`src/inc/bfl_pkg.sv`:
```
// constants, types and layouts for the bit, flag and load execution unit
// assumes a single core clock and a synchronous active-high reset
//
// Summary of operation
// - rotate right through carry: old carry to bit 7, bit 0 to carry, Z C N V S
// - bit store copies a chosen source bit into T, other flags untouched, one cycle
// - bit load writes T into a chosen destination bit, flags untouched, one cycle
// - overflow flag set or cleared by its own operations in one cycle
// - signed test flag set or cleared by its own operations in one cycle
// - half-carry flag set or cleared by its own operations in one cycle
// - pointer load with post-increment reads at X, Y or Z then adds one, two cycles
// - pointer load with pre-decrement subtracts one then reads at new pointer, two cycles
// - offset load reads at Y or Z plus q, pointer kept, two cycles
// - direct load reads at a given address, no flag changes, two cycles
package bfl_pkg;

    // ------------------------------------------------------------------
    // register map, byte addresses on the register bus
    // ------------------------------------------------------------------
    localparam int unsigned   BUS_AW    = 5;
    localparam int unsigned   DM_AW     = 16;
    localparam logic [4:0]    OFF_CMD   = 5'h00;
    localparam logic [4:0]    OFF_ARG   = 5'h04;
    localparam logic [4:0]    OFF_STAT  = 5'h08;
    localparam logic [4:0]    OFF_RIDX  = 5'h0C;
    localparam logic [4:0]    OFF_RDAT  = 5'h10;

    // ------------------------------------------------------------------
    // status flag register layout and reset values
    // ------------------------------------------------------------------
    localparam int unsigned   FLAG_C    = 0;
    localparam int unsigned   FLAG_Z    = 1;
    localparam int unsigned   FLAG_N    = 2;
    localparam int unsigned   FLAG_V    = 3;
    localparam int unsigned   FLAG_S    = 4;
    localparam int unsigned   FLAG_H    = 5;
    localparam int unsigned   FLAG_T    = 6;
    localparam logic [7:0]    FLG_RST   = 8'h00;
    localparam logic [7:0]    REG_RST   = 8'h00;
    localparam logic [31:0]   CMD_RST   = 32'h0000_0000;
    localparam logic [15:0]   ARG_RST   = 16'h0000;
    localparam logic [4:0]    RIDX_RST  = 5'h00;
    localparam logic [15:0]   PTR_ONE   = 16'h0001;

    // low byte index of each pointer pair in the working registers
    localparam logic [4:0]    X_LO      = 5'h1A;
    localparam logic [4:0]    Y_LO      = 5'h1C;
    localparam logic [4:0]    Z_LO      = 5'h1E;

    typedef enum logic [1:0] {
        PTR_X = 2'b00,
        PTR_Y = 2'b01,
        PTR_Z = 2'b10,
        PTR_N = 2'b11
    } bfl_ptr_e;

    typedef enum logic [4:0] {
        OP_NOP       = 5'b00000,
        OP_ROTR      = 5'b00001,
        OP_SHRA      = 5'b00010,
        OP_SWAP      = 5'b00011,
        OP_TSAVE     = 5'b00100,
        OP_TLOAD     = 5'b00101,
        OP_VSET      = 5'b00110,
        OP_VCLR      = 5'b00111,
        OP_SSET      = 5'b01000,
        OP_SCLR      = 5'b01001,
        OP_HSET      = 5'b01010,
        OP_HCLR      = 5'b01011,
        OP_PTR_PLAIN = 5'b01100,
        OP_PTR_INC   = 5'b01101,
        OP_PTR_DEC   = 5'b01110,
        OP_PTR_OFF   = 5'b01111,
        OP_DIRECT    = 5'b10000
    } bfl_op_e;

    typedef enum logic [1:0] {
        ST_IDLE = 2'b00,
        ST_EXEC = 2'b01,
        ST_MEM1 = 2'b10,
        ST_MEM2 = 2'b11
    } bfl_state_e;

    // command word written at OFF_CMD
    typedef struct packed {
        logic [9:0] rsv3;
        bfl_ptr_e   ptr;
        logic       rsv2;
        logic [2:0] bit_sel;
        logic [2:0] rsv1;
        logic [4:0] rd;
        logic [2:0] rsv0;
        bfl_op_e    op;
    } bfl_cmd_s;

endpackage : bfl_pkg

```
`src/hdl/bfl_exec.sv`:
```
// execution unit for rotate, shift, swap, flag, bit transfer and load operations
// assumes an Avalon-MM master on the same clock and a data memory that
// returns read data in the cycle after its read strobe
`timescale 1ns/1ps

module bfl_exec #(
    parameter int unsigned NREG = 32
) (
    input  wire logic                       i_mclk,
    input  wire logic                       i_sys_rst,
    input  wire logic [bfl_pkg::BUS_AW-1:0] i_address,
    input  wire logic                       i_read,
    input  wire logic                       i_write,
    input  wire logic [31:0]                i_writedata,
    input  wire logic [3:0]                 i_byteenable,
    output logic      [31:0]                o_readdata,
    output logic                            o_waitrequest,
    output logic                            o_dm_rd,
    output logic      [bfl_pkg::DM_AW-1:0]  o_dm_addr,
    input  wire logic [7:0]                 i_dm_rdata
);
    import bfl_pkg::*;

    // ------------------------------------------------------------------
    // storage
    // ------------------------------------------------------------------
    logic [7:0]       rf [NREG];
    bfl_cmd_s         cmd;
    logic [15:0]      arg;
    logic [7:0]       flg;
    logic [4:0]       ridx;
    bfl_state_e       state;

    bfl_cmd_s         next_cmd;
    logic             wr_acc;
    logic             start;
    logic             can_take;
    logic [31:0]      rd_val;
    logic [4:0]       next_lo;
    logic [15:0]      next_ptr;
    logic [15:0]      next_addr;
    logic [4:0]       cur_lo;
    logic [15:0]      cur_ptr;
    logic [7:0]       opval;
    logic [7:0]       res;
    logic             res_we;
    logic [7:0]       next_flg;
    logic [31:0]      arg_merged;
    logic [15:0]      ptr_inc;
    logic [15:0]      ptr_dec;

    // ------------------------------------------------------------------
    // helpers
    // ------------------------------------------------------------------
    function automatic logic [31:0] merge_be(input logic [31:0] old, input logic [31:0] nw,
                                             input logic [3:0] be);
        logic [31:0] m;
        m = old;
        for (int i = 0; i < 4; i++) begin
            if (be[i]) begin
                m[i*8 +: 8] = nw[i*8 +: 8];
            end
        end
        return m;
    endfunction : merge_be

    function automatic logic [4:0] ptr_lo(input bfl_ptr_e p);
        logic [4:0] lo;
        lo = X_LO;
        if (p == PTR_Y) begin
            lo = Y_LO;
        end else if (p == PTR_Z) begin
            lo = Z_LO;
        end
        return lo;
    endfunction : ptr_lo

    // a pointer load is only legal with a real pointer; offsets use Y or Z only; a direct load is always legal
    function automatic logic load_ok(input bfl_cmd_s c);
        logic ok;
        ok = 1'b0;
        if (c.op == OP_DIRECT) begin
            ok = 1'b1;
        end else if (c.op == OP_PTR_OFF) begin
            ok = (c.ptr == PTR_Y) || (c.ptr == PTR_Z);
        end else if (c.op == OP_PTR_PLAIN || c.op == OP_PTR_INC || c.op == OP_PTR_DEC) begin
            ok = (c.ptr != PTR_N);
        end
        return ok;
    endfunction : load_ok

    // Z, N, V and S after a right shift; C is the bit shifted out
    function automatic logic [7:0] shift_flags(input logic [7:0] s, input logic [7:0] r,
                                               input logic c);
        logic [7:0] f;
        f         = s;
        f[FLAG_C] = c;
        f[FLAG_Z] = (r == 8'h00);
        f[FLAG_N] = r[7];
        f[FLAG_V] = r[7] ^ c;
        f[FLAG_S] = f[FLAG_N] ^ f[FLAG_V];
        return f;
    endfunction : shift_flags

    // ------------------------------------------------------------------
    // bus decode
    // ------------------------------------------------------------------
    // a request completes on the edge that sees waitrequest low
    assign wr_acc   = i_write && !o_waitrequest;
    assign start    = wr_acc && (i_address == OFF_CMD);
    assign can_take = (state == ST_IDLE) || (i_read && (i_address == OFF_STAT));
    assign next_cmd = bfl_cmd_s'(merge_be(cmd, i_writedata, i_byteenable));
    assign arg_merged = merge_be({16'h0000, arg}, i_writedata, i_byteenable);

    // read mux; unmapped addresses read zero
    always_comb begin
        rd_val = 32'h0000_0000;
        if (i_address == OFF_CMD) begin
            rd_val = cmd;
        end else if (i_address == OFF_ARG) begin
            rd_val = {16'h0000, arg};
        end else if (i_address == OFF_STAT) begin
            rd_val = {23'h00_0000, (state != ST_IDLE), flg};
        end else if (i_address == OFF_RIDX) begin
            rd_val = {27'h000_0000, ridx};
        end else if (i_address == OFF_RDAT) begin
            rd_val = {24'h00_0000, rf[ridx]};
        end
    end

    // one wait cycle per access; stalls all but status reads while an operation runs
    always_ff @(posedge i_mclk) begin
        if (i_sys_rst) begin
            o_waitrequest <= 1'b1;
        end else if (!o_waitrequest) begin
            o_waitrequest <= 1'b1;
        end else if ((i_read || i_write) && can_take) begin
            o_waitrequest <= 1'b0;
        end
    end

    // read data loaded as the grant is given, stands at the completing edge
    always_ff @(posedge i_mclk) begin
        if (i_sys_rst) begin
            o_readdata <= 32'h0000_0000;
        end else if (o_waitrequest && i_read && can_take) begin
            o_readdata <= rd_val;
        end
    end

    // command, argument and register index
    always_ff @(posedge i_mclk) begin
        if (i_sys_rst) begin
            cmd  <= bfl_cmd_s'(CMD_RST);
            arg  <= ARG_RST;
            ridx <= RIDX_RST;
        end else if (wr_acc) begin
            if (i_address == OFF_CMD) begin
                cmd <= next_cmd;
            end else if (i_address == OFF_ARG) begin
                arg <= arg_merged[15:0];
            end else if (i_address == OFF_RIDX && i_byteenable[0]) begin
                ridx <= i_writedata[4:0];
            end
        end
    end

    // ------------------------------------------------------------------
    // sequencing
    // ------------------------------------------------------------------
    always_ff @(posedge i_mclk) begin
        if (i_sys_rst) begin
            state <= ST_IDLE;
        end else begin
            case (state)
                ST_IDLE: begin
                    if (start) begin
                        state <= load_ok(next_cmd) ? ST_MEM1 : ST_EXEC;
                    end
                end
                ST_EXEC: begin
                    state <= ST_IDLE;
                end
                ST_MEM1: begin
                    state <= ST_MEM2;
                end
                ST_MEM2: begin
                    state <= ST_IDLE;
                end
                default: begin
                    state <= ST_IDLE;
                end
            endcase
        end
    end

    // ------------------------------------------------------------------
    // load addressing
    // ------------------------------------------------------------------
    assign next_lo  = ptr_lo(next_cmd.ptr);
    assign next_ptr = {rf[{next_lo[4:1], 1'b1}], rf[next_lo]};
    assign cur_lo   = ptr_lo(cmd.ptr);
    assign cur_ptr  = {rf[{cur_lo[4:1], 1'b1}], rf[cur_lo]};
    assign ptr_inc  = cur_ptr + PTR_ONE;
    assign ptr_dec  = cur_ptr - PTR_ONE;

    // effective address of a load at its start
    always_comb begin
        next_addr = next_ptr;
        if (next_cmd.op == OP_PTR_DEC) begin
            next_addr = next_ptr - PTR_ONE;
        end else if (next_cmd.op == OP_PTR_OFF) begin
            next_addr = next_ptr + {10'h000, arg[5:0]};
        end else if (next_cmd.op == OP_DIRECT) begin
            next_addr = arg;
        end
    end

    // data memory read strobe for the first load cycle
    always_ff @(posedge i_mclk) begin
        if (i_sys_rst) begin
            o_dm_rd   <= 1'b0;
            o_dm_addr <= '0;
        end else if (start && load_ok(next_cmd) && state == ST_IDLE) begin
            o_dm_rd   <= 1'b1;
            o_dm_addr <= next_addr;
        end else begin
            o_dm_rd   <= 1'b0;
        end
    end

    // ------------------------------------------------------------------
    // single-cycle operations
    // ------------------------------------------------------------------
    assign opval = rf[cmd.rd];

    always_comb begin
        res       = opval;
        res_we    = 1'b0;
        next_flg  = flg;
        case (cmd.op)
            OP_ROTR: begin
                res       = {flg[FLAG_C], opval[7:1]};
                res_we    = 1'b1;
                next_flg  = shift_flags(flg, {flg[FLAG_C], opval[7:1]}, opval[0]);
            end
            OP_SHRA: begin
                res       = {opval[7], opval[7:1]};
                res_we    = 1'b1;
                next_flg  = shift_flags(flg, {opval[7], opval[7:1]}, opval[0]);
            end
            OP_SWAP: begin
                res    = {opval[3:0], opval[7:4]};
                res_we = 1'b1;
            end
            OP_TSAVE: begin
                next_flg[FLAG_T] = opval[cmd.bit_sel];
            end
            OP_TLOAD: begin
                res               = opval;
                res[cmd.bit_sel]  = flg[FLAG_T];
                res_we            = 1'b1;
            end
            OP_VSET: next_flg[FLAG_V] = 1'b1;
            OP_VCLR: next_flg[FLAG_V] = 1'b0;
            OP_SSET: next_flg[FLAG_S] = 1'b1;
            OP_SCLR: next_flg[FLAG_S] = 1'b0;
            OP_HSET: next_flg[FLAG_H] = 1'b1;
            OP_HCLR: next_flg[FLAG_H] = 1'b0;
            default: begin
                res_we = 1'b0;
            end
        endcase
    end

    // status flags: operations in execute, software writes when idle
    always_ff @(posedge i_mclk) begin
        if (i_sys_rst) begin
            flg <= FLG_RST;
        end else if (state == ST_EXEC) begin
            flg <= next_flg;
        end else if (wr_acc && i_address == OFF_STAT && i_byteenable[0]) begin
            flg <= i_writedata[7:0];
        end
    end

    // working registers: load data, pointer update, results, software window
    always_ff @(posedge i_mclk) begin
        if (i_sys_rst) begin
            for (int i = 0; i < NREG; i++) begin
                rf[i] <= REG_RST;
            end
        end else if (state == ST_MEM2) begin
            rf[cmd.rd] <= i_dm_rdata;
        end else if (state == ST_MEM1 && cmd.op == OP_PTR_INC) begin
            rf[cur_lo]                 <= ptr_inc[7:0];
            rf[{cur_lo[4:1], 1'b1}]    <= ptr_inc[15:8];
        end else if (state == ST_MEM1 && cmd.op == OP_PTR_DEC) begin
            rf[cur_lo]                 <= ptr_dec[7:0];
            rf[{cur_lo[4:1], 1'b1}]    <= ptr_dec[15:8];
        end else if (state == ST_EXEC && res_we) begin
            rf[cmd.rd] <= res;
        end else if (wr_acc && i_address == OFF_RDAT && i_byteenable[0]) begin
            rf[ridx] <= i_writedata[7:0];
        end
    end

    // ------------------------------------------------------------------
    // checks
    // ------------------------------------------------------------------
    logic [7:0]  h_val;
    logic [7:0]  h_flg;
    logic [15:0] h_ptr;
    logic [7:0]  h_dm;

    // snapshots one cycle back for the checks below
    always_ff @(posedge i_mclk) begin
        h_val  <= opval;
        h_flg  <= flg;
        h_ptr  <= cur_ptr;
        h_dm   <= i_dm_rdata;
    end
endmodule : bfl_exec

```
`config.mk`:
```
export PLATFORM = sky130hd
export DESIGN_NAME = bfl_exec
export DESIGN_NICKNAME = d
export VERILOG_FILES = /design/src/inc/bfl_pkg.sv /design/src/hdl/bfl_exec.sv
export SDC_FILE = /design/constraint.sdc
export NUM_CORES = 1
export LEC_CHECK = 0
export BUFFER_PORTS_ARGS = -buffer_cell sky130_fd_sc_hd__buf_2
export CORE_MARGIN = 2
export CORE_UTILIZATION = 40
export CTS_CLUSTER_SIZE = 30
export DETAILED_ROUTE_END_ITERATION = 7
export SETUP_SLACK_MARGIN = 0.15
export SYNTH_ARGS = -nofsm -noshare
export SYNTH_HDL_FRONTEND = slang
export SYNTH_SLANG_ARGS = --single-unit
```
`constraint.sdc`:
```
create_clock -name i_mclk -period 5.7 [get_ports i_mclk]
set_input_delay 1.425 -clock i_mclk [delete_from_list [all_inputs] [get_ports i_mclk]]
set_output_delay 1.425 -clock i_mclk [all_outputs]
set_load 0.05 [all_outputs]
```
==> tab_implementation.tex, run 1 <==
\begin{tabular}{lr}
\hline
Metric & Value \\
\hline
\multicolumn{2}{l}{\textbf{Clocking}} \\
Clock Tree Buf Depth & 3 \\
CTS tree & yes \\
CTS clk-pin slew, worst paths & 60 ps \\
Post-CTS Resized & 0 \\
Total CTS buffers & 41 \\
Latest clock arrival within the worst-skew pair & 590 ps \\
Hold buffer count at cts & 0 \\
Number of buffers added for setup after CTS & 0 \\
Sink Count & between 300 and 400 \\
Count of H-tree levels built during CTS & 2 \\
Cell at the root of the clock tree & sky130\_fd\_sc\_hd\_\_clkbuf\_16 \\
\multicolumn{2}{l}{\textbf{Floorplanning}} \\
Starting utilization of the core area & 0.4056 \\
Die Width & 237.8 µm \\
Height of the chip & 237.8 µm \\
Overall die area & approximately 57000 µm² \\
Rows & 85 \\
Total core area & 53920 µm² \\
Num ports & 103 \\
\multicolumn{2}{l}{\textbf{Synth}} \\
Seq cells post-synth & 379 \\
Cells after synthesis & 1980 \\
Area leader, netlist & sky130\_fd\_sc\_hd\_\_edfxtp\_1 \\
Post-synth net total & 2047 \\
Biggest area contributors in the synthesized netlist & sky130\_fd\_sc\_hd\_\_edfxtp\_1, sky130\_fd\_sc\_hd\_\_mux4\_2, sky130\_fd\_sc\_hd\_\_dfxtp\_1 \\
Fraction of synthesized cell area taken by the top area cell type & 0.3515 \\
Distinct cell type count after synthesis & 88 \\
FFs w/ async S/R, synth & 0 \\
Prevailing post-synth register cell & sky130\_fd\_sc\_hd\_\_edfxtp\_1 \\
Syn Std Cell Area & approximately 22000 µm² \\
Average cell area after synthesis & 11.05 µm² \\
Fraction of the yosys area taken by sequential cells & 0.4640 \\
Synth warn & 0 \\
Number of enable-type register cells in the synthesized netlist & about 260 \\
\multicolumn{2}{l}{\textbf{Setup path}} \\
Kind of critical path & input port to flop \\
Startpoint kind of the worst setup timing path & input port \\
Crit path capture type & flop \\
Critical Path AT & 5040 ps \\
Worst endpoint required time & 6110 ps \\
Critical path peak fanout & 10 \\
\multicolumn{2}{l}{\textbf{Timing}} \\
Worst rel slew slack & 0.1079 \\
Count of final setup violators & 0 \\
Final Cycle Share & 0.8116 \\
Final hold violation count & 0 \\
Final count of pins violating max slew & 0 \\
Minimum hold slack & 438.0 ps \\
Worst-Margin Slew & 1338 ps \\
Maximum clock frequency & 216.2 MHz \\
TNS Setup & 0 ps \\
Setup repair after global routing missed its margin & false \\
Clock skew & 34.63 ps \\
Fin crit period & around 4600 ps \\
\multicolumn{2}{l}{\textbf{Worst hold path}} \\
Class of the worst hold path & flop to flop \\
\multicolumn{2}{l}{\textbf{Route}} \\
DRT antenna net count & 0 \\
Remaining design rule violation count & 0 \\
Vias after detailed routing & 17500 \\
Vias per Instance & 6.328 \\
Wire length per cell after detailed routing & 26.19 µm \\
1st-pass router iterations & 6 \\
DRC marker count from the first detailed-route iteration & 2326 \\
Total wirelength of the detailed-routed design & 72430 µm \\
\multicolumn{2}{l}{\textbf{Global route}} \\
First-pass GRT wire length & 107400 µm \\
Total gr overflow & 0 \\
Overall routing resource usage & 0.2540 \\
Vias in the first global route & between 15000 and 20000 \\
Initial antenna violation count & 0 \\
Maximum number of pins on one net before global-route repair & 83 \\
\multicolumn{2}{l}{\textbf{Placement}} \\
Estimated wirelength of the detail-placed design & 54530 µm \\
RePlAce Congestion & 1.025 \\
Buffers added on ports & between 100 and 150 \\
Cell area after placement & 23070 µm² \\
\multicolumn{2}{l}{\textbf{Cells and area}} \\
Fill cell total of the finished layout & 4972 \\
Area of combinational cells with multiple inputs & 10970 µm² \\
Antenna cells & 0 \\
Total area of sequential cells & 10160 µm² \\
Post-layout instance area & $\sim$24000 µm² \\
Area Growth Syn to Fin & 11.66\% \\
Fraction of final layout cells with drive strength greater than 1 & 0.2034 \\
Total Nets Final & 2107 \\
\multicolumn{2}{l}{\textbf{Flow run}} \\
Number of maximum-capacitance constraint violations & 0 \\
\multicolumn{2}{l}{\textbf{Run status}} \\
Result of the run & finished clean \\
\multicolumn{2}{l}{\textbf{Pwr}} \\
LEAKAGE & about 8.5 nW \\
Total power divided by cell area & 255.8 nW/µm² \\
Maximum vdd ir drop & 0.0002109 V \\
\hline
\end{tabular}
worst paths after layout:
path                   start  slack (ps)  cells past startpoint             to
max          i_byteenable[2]        1070                     15   o_dm_addr[6]
min reg2reg    o_waitrequest         440                      1  o_waitrequest
min            o_waitrequest         440                      1  o_waitrequest
max reg2reg             flop        1210                     10      rf[29][5]
logic make-up after synthesis:
logic type                 after synthesis  share of synthesized area
xor gates and xnor gates                34                    0.01361
buffers and inverters                  174                    0.03655
adders and majority gates               14                   0.008352
DFF                                    379                     0.4640
AOI/OAI and AO/OA                      315                    0.09656
muxes                                  286                     0.2155
and+or+nand+nor                        778                     0.1654
metal layers:
layer / track usage / wire (µm) / share of wire
met4: 0.1004 / 2916 / 0.040
met5: 0 / 0 / 0
met2: 0.3924 / 32490 / 0.45
met3: 0.03876 / 6787 / 0.094
met1: 0.3602 / 30240 / 0.42
cell type report:
| type | instances | share of cell area |
|---|---|---|
| clock inverter | 23 | 0.008914 |
| sequential | 379 | 0.4160 |
| multi-input combinational | 1427 | 0.4490 |
| timing repair buffer | 163 | 0.03976 |
| inverter | 28 | 0.004304 |
| clock buffer | 50 | 0.04637 |
| tap | 696 | 0.03566 |
stage by stage:
| stage | total power [mW] | utilization | setup slack [ps] | std cells |
|---|---|---|---|---|
| floorplan | 3.402 | - | 1011 | 1980 |
| global placement | 3.582 | 0.4279 | 584.7 | 2693 |
| detailed placement | 3.587 | 0.4279 | 506.2 | 2693 |
| CTS | 6.270 | 0.4529 | 1110 | 2766 |
| global route | 6.408 | 0.4529 | 788.8 | 2766 |
| finish | 6.246 | 0.4529 | 1074 | 2766 |
cells in the mapped netlist (all sizes together) (4+ instances only):
library cell / n
a211oi: 10
a21oi: 103
a221oi: 16
a22o: 5
a22oi: 40
a311oi: 5
a31oi: 8
and2: 11
and3: 14
buf: 63
clkbuf: 83
dfxtp: 123
edfxtp: 256
ha: 13
inv: 28
mux2: 10
mux2i: 130
mux4: 146
nand2: 159
nand2b: 39
nand3: 71
nand3b: 16
nand4: 10
nor2: 347
nor2b: 19
nor3: 43
nor3b: 6
nor4: 17
o211ai: 8
o21ai: 35
o221ai: 4
o22ai: 49
o31ai: 5
or3: 5
or4: 7
xnor2: 14
xor2: 20
state kept, by name, summed over array words and instances (netlist names), named ones only:
| register | flops |
|---|---|
| ridx | 5 |
| o_dm_rd | 1 |
| rf | 256 |
| o_dm_addr | 16 |
| cmd | 32 |
| o_waitrequest | 1 |
| state | 2 |
| flg | 8 |
| arg | 16 |
| o_readdata | 32 |
worst max-delay path, stage by stage:
cell and delay [ps]:
sky130_fd_sc_hd__buf_2 250, sky130_fd_sc_hd__mux2i_1 340, sky130_fd_sc_hd__ha_1 480, sky130_fd_sc_hd__mux4_2 640, sky130_fd_sc_hd__ha_1 250, sky130_fd_sc_hd__inv_1 80
sky130_fd_sc_hd__fa_1 210, sky130_fd_sc_hd__nand2b_1 140, sky130_fd_sc_hd__a21oi_1 90, sky130_fd_sc_hd__o21ai_0 290, sky130_fd_sc_hd__and2_1 240, sky130_fd_sc_hd__o21ai_0 90
sky130_fd_sc_hd__a221o_1 330, sky130_fd_sc_hd__o211ai_1 90, sky130_fd_sc_hd__a21oi_1 80
layout by cell type (no fill, tap or decap), types with 10 or more instances in the layout:
cell	instances
sky130_fd_sc_hd__edfxtp_1	256
sky130_fd_sc_hd__and2_1	10
sky130_fd_sc_hd__nor3_1	41
sky130_fd_sc_hd__nand3_1	69
sky130_fd_sc_hd__ha_1	13
sky130_fd_sc_hd__mux2i_1	130
sky130_fd_sc_hd__and3_1	14
sky130_fd_sc_hd__o22ai_1	49
sky130_fd_sc_hd__nor2b_1	19
sky130_fd_sc_hd__nand2_1	158
sky130_fd_sc_hd__nor2_2	10
sky130_fd_sc_hd__nand3b_1	16
sky130_fd_sc_hd__inv_1	28
sky130_fd_sc_hd__a21oi_1	102
sky130_fd_sc_hd__nand2b_1	39
sky130_fd_sc_hd__nor4_1	11
sky130_fd_sc_hd__nor2_1	337
sky130_fd_sc_hd__nand4_1	10
sky130_fd_sc_hd__xor2_1	20
sky130_fd_sc_hd__mux2_2	10
sky130_fd_sc_hd__a22oi_1	40
sky130_fd_sc_hd__a221oi_1	11
sky130_fd_sc_hd__mux4_2	143
sky130_fd_sc_hd__buf_2	101
sky130_fd_sc_hd__o21ai_0	30
sky130_fd_sc_hd__dfxtp_1	119
sky130_fd_sc_hd__xnor2_1	14
sky130_fd_sc_hd__clkbuf_16	43
sky130_fd_sc_hd__buf_4	62
report_power, final:
part / switching, mW / total (mW) / internal (mW) / leakage [nW]
sequential: 0.0718 / 3.07 / 3.00 / 3.64
combinational: 0.310 / 0.474 / 0.165 / 4.16
clock: 1.15 / 2.70 / 1.55 / 0.661
(Power assumes the default switching activity.)
==> run 2: changes to the inputs <==
--- a/config.mk
+++ b/config.mk
@@ -5,6 +5,7 @@
 export SDC_FILE = /design/constraint.sdc
 export NUM_CORES = 1
 export LEC_CHECK = 0
+export ABC_AREA = 1
 export BUFFER_PORTS_ARGS = -buffer_cell sky130_fd_sc_hd__buf_2
 export CORE_MARGIN = 2
 export CORE_UTILIZATION = 40
==> constraint.sdc (replaced) <==
create_clock -name i_mclk -period 4.75 [get_ports i_mclk]
set_input_delay 1.1875 -clock i_mclk [delete_from_list [all_inputs] [get_ports i_mclk]]
set_output_delay 1.1875 -clock i_mclk [all_outputs]
set_load 0.05 [all_outputs]
==> tab_implementation.tex, run 2 <==
\begin{tabular}{lr}
\hline
Metric & Value \\
\hline
\multicolumn{2}{l}{\textbf{Flow run}} \\
Number of maximum-capacitance constraint violations & 0 \\
\multicolumn{2}{l}{\textbf{Worst hold path}} \\
Launch point of the worst hold path & cmd[22] \\
Class of the worst hold path & flop to flop \\
Hold endpoint & cmd[22] \\
Hold Crit Depth & 2 \\
\multicolumn{2}{l}{\textbf{Floorplanning}} \\
Starting utilization of the core area & 0.4046 \\
Overall die area & 60310 µm² \\
Die Width & 245.6 µm \\
Height of the chip & 245.6 µm \\
Num ports & between 100 and 150 \\
Total core area & 57700 µm² \\
Rows & 88 \\
\multicolumn{2}{l}{\textbf{Global route}} \\
First-pass GRT wire length & 135800 µm \\
Maximum number of pins on one net before global-route repair & 132 \\
Initial antenna violation count & 0 \\
Vias in the first global route & $\sim$21000 \\
Overall routing resource usage & 0.2964 \\
Total gr overflow & 0 \\
\multicolumn{2}{l}{\textbf{Setup path}} \\
Crit-path most repeated cell & sky130\_fd\_sc\_hd\_\_a21oi\_1 \\
Max stage delay on crit path & about 430 ps \\
Crit path capture type & flop \\
Startpoint kind of the worst setup timing path & input port \\
Worst Reg2Reg Path Length in Cells & 18 \\
Worst reg2reg path endpoint & o\_dm\_addr[9] \\
Startpoint of the worst-slack reg-to-reg timing path & cmd[20] \\
R2r setup slk & 640 ps \\
Critical Path AT & 4810 ps \\
Kind of critical path & input port to flop \\
Max stage delay cell, worst path & sky130\_fd\_sc\_hd\_\_o21ai\_1 \\
Worst-path cell chain & buf\_2, o21ai\_1, ha\_1, buf\_12, inv\_1, or2\_2, a32oi\_2, inv\_1, ha\_1, nand4\_1, nand3\_1, nand2\_1, a21oi\_1, nand2\_1, o21ai\_0, a21oi\_1, o21ai\_0, a21oi\_1 \\
Worst endpoint required time & 5220 ps \\
Critical path peak fanout & 50 \\
\multicolumn{2}{l}{\textbf{Run status}} \\
Result of the run & finished clean \\
\multicolumn{2}{l}{\textbf{Cells and area}} \\
Register with the most flip-flops & rf \\
Share of the core filled with cells & 0.4553 \\
Antenna cells & 0 \\
Area Growth Syn to Fin & 12.53\% \\
Most common library cell in the layout ignoring fill and taps & sky130\_fd\_sc\_hd\_\_nand2\_1 \\
Largest registers in the final layout & rf (256), cmd (32), o\_readdata (32) \\
Max reg flops & 256 \\
Most frequent cells in the layout & sky130\_fd\_sc\_hd\_\_nand2\_1, sky130\_fd\_sc\_hd\_\_nor2\_1, sky130\_fd\_sc\_hd\_\_nand3\_1 \\
Fraction of final layout cells with drive strength greater than 1 & 0.1100 \\
Fill cell total of the finished layout & 5938 \\
Total Nets Final & 3339 \\
\multicolumn{2}{l}{\textbf{Synth}} \\
Synth warn & 0 \\
Fraction of the yosys area taken by sequential cells & 0.4348 \\
Number of enable-type register cells in the synthesized netlist & 256 \\
Area leader, netlist & sky130\_fd\_sc\_hd\_\_edfxtp\_1 \\
Cells after synthesis & 3243 \\
Distinct cell type count after synthesis & 62 \\
Post-synth net total & roughly 3300 \\
Largest family of logic cells by synthesized area & simple AND/OR/NAND/NOR gates \\
Average cell area after synthesis & between 7 and 8 µm² \\
Most instantiated library cell after synthesis & sky130\_fd\_sc\_hd\_\_nand2\_1 \\
Parity-gate share of the synthesized area counting xor and xnor cells & 0.006378 \\
Multiplexer fraction of the synthesized cell area & 0 \\
Simple-Gate Fraction of Synth Area & 0.3144 \\
Adder-cell area share of the yosys netlist & 0.007825 \\
Most frequent cells after synthesis & sky130\_fd\_sc\_hd\_\_nand2\_1, sky130\_fd\_sc\_hd\_\_nor2\_1, sky130\_fd\_sc\_hd\_\_nand3\_1 \\
Fraction of synthesized cell area taken by the top area cell type & 0.3293 \\
Biggest area contributors in the synthesized netlist & sky130\_fd\_sc\_hd\_\_edfxtp\_1, sky130\_fd\_sc\_hd\_\_nand2\_1, sky130\_fd\_sc\_hd\_\_dfxtp\_1 \\
Area fraction in compound gates after synthesis & 0.1656 \\
Syn Std Cell Area & 23340 µm² \\
Prevailing post-synth register cell & sky130\_fd\_sc\_hd\_\_edfxtp\_1 \\
Seq cells post-synth & 379 \\
FFs w/ async S/R, synth & 0 \\
\multicolumn{2}{l}{\textbf{Route}} \\
DRC marker count from the first detailed-route iteration & $\sim$3200 \\
Total wirelength of the detailed-routed design & 90820 µm \\
Remaining design rule violation count & 0 \\
Vias per Instance & 5.797 \\
DRT antenna net count & 0 \\
1st-pass router iterations & 8 \\
Wire length per cell after detailed routing & 22.30 µm \\
Vias after detailed routing & 23610 \\
\multicolumn{2}{l}{\textbf{Timing}} \\
Worst-Margin Slew & $\sim$950 ps \\
Final count of pins violating max slew & 0 \\
Minimum hold slack & around 450 ps \\
Final Cycle Share & 0.9133 \\
Count of final setup violators & 0 \\
Worst rel slew slack & 0.3644 \\
Setup repair after global routing missed its margin & false \\
Clock skew & 22.91 ps \\
Fin crit period & between 4000 and 5000 ps \\
Maximum clock frequency & 230.5 MHz \\
Final hold violation count & 0 \\
\multicolumn{2}{l}{\textbf{Clocking}} \\
CTS clk-pin slew, worst paths & roughly 60 ps \\
Clock Tree Buf Depth & 3 \\
Latest clock arrival within the worst-skew pair & slightly above 600 ps \\
Count of H-tree levels built during CTS & 2 \\
Sink Count & approximately 380 \\
Total CTS buffers & between 40 and 50 \\
CTS tree & yes \\
Cell at the root of the clock tree & sky130\_fd\_sc\_hd\_\_clkbuf\_16 \\
\multicolumn{2}{l}{\textbf{Placement}} \\
Estimated wirelength of the detail-placed design & 63770 µm \\
Buffers added on ports & 102 \\
RePlAce Congestion & approximately 0.96 \\
\multicolumn{2}{l}{\textbf{Pwr}} \\
LEAKAGE & 10.71 nW \\
Total power divided by cell area & 306.0 nW/µm² \\
Maximum vdd ir drop & approximately 0.00028 V \\
\hline
\end{tabular}
run 2: cell count changes in the layout (fill, tap and decap cells not counted), moves of 130 or more:
cell                      change
sky130_fd_sc_hd__mux4_2     -143
sky130_fd_sc_hd__inv_1      +157
sky130_fd_sc_hd__nand3_1    +300
sky130_fd_sc_hd__a21oi_1    +145
sky130_fd_sc_hd__nand2_1    +644
sky130_fd_sc_hd__mux2i_1    -130
sky130_fd_sc_hd__o21ai_0    +292
run 2: layer usage:
layer | global-route usage | wire [µm] | share of wire
met5 | 0 | 0 | 0
met3 | 0.04780 | 8449 | 0.093
met1 | 0.4034 | 36940 | 0.41
met4 | 0.1624 | 5308 | 0.058
met2 | 0.4496 | 40120 | 0.44
run 2: cell type report:
| cell class | count | area, µm² | share of cell area |
|---|---|---|---|
| repair buffers | 185 | 1246 | 0.04744 |
| flip-flops and latches | 379 | 10160 | 0.3868 |
| well taps | 765 | 957.2 | 0.03644 |
| inverters | 214 | 807.0 | 0.03072 |
| multi-input cells | 2447 | 11550 | 0.4399 |
| clock inverters | 28 | 339.1 | 0.01291 |
| clock buffers | 55 | 1205 | 0.04587 |
run 2: per-stage QoR:
stage	total power [mW]	instances	area, µm²	TNS [ps]	setup WS, ps
2_1_floorplan	4.157	3243	23340	0	674.4
3_3_place_gp	4.453	3990	24720	-1580	-331.9
3_5_place_dp	4.450	3990	24720	-2396	-440.2
4_1_cts	8.057	4073	26260	0	171.5
5_1_grt	8.268	4073	26270	0	167.0
6_report	8.038	4073	26270	0	412.1
run 2: logic make-up (layout without fill, tap and decap cells):
kind of cell             Yosys count  after routing
AO/OA/AOI/OAI                    702            702
XOR/XNOR                          17             17
adder cells (fa/ha/maj)           14             14
buffers and inverters            417            482
flip-flops                       379            379
AND/OR/NAND/NOR                 1714           1714
run 2: how the worst max path moves through the flow:
stage / from / to / cells past startpoint
after global placement: i_byteenable[2] / o_dm_addr[9] / 18
after floorplan: i_byteenable[2] / o_dm_addr[14] / 22
after global routing: i_byteenable[2] / o_dm_addr[11] / 23
after CTS: i_byteenable[2] / o_dm_addr[9] / 18
final: i_byteenable[2] / o_dm_addr[9] / 18
after detailed placement: i_byteenable[2] / o_dm_addr[9] / 18
run 2: timing repair:
item	in CTS	in global routing
setup endpoints to repair	0	8
setup buffers	0	0
hold buffers	0	0
resized for setup	0	2
run 2: worst max-delay path, delay by kind of cell:
| kind | cells | cell delay (ps) |
|---|---|---|
| AO/OA/AOI/OAI | 7 | 1460 |
| adder cells (fa/ha/maj) | 2 | 600 |
| buffers and inverters | 4 | 680 |
| AND/OR/NAND/NOR | 5 | 860 |
run 2: power by group:
group	leakage [nW]	internal [mW]	switching (mW)	total [mW]
Sequential	3.64	3.60	0.0827	3.68
Clock	0.753	2.11	1.52	3.63
Combinational	6.32	0.199	0.521	0.720
Total	10.7	5.91	2.13	8.04
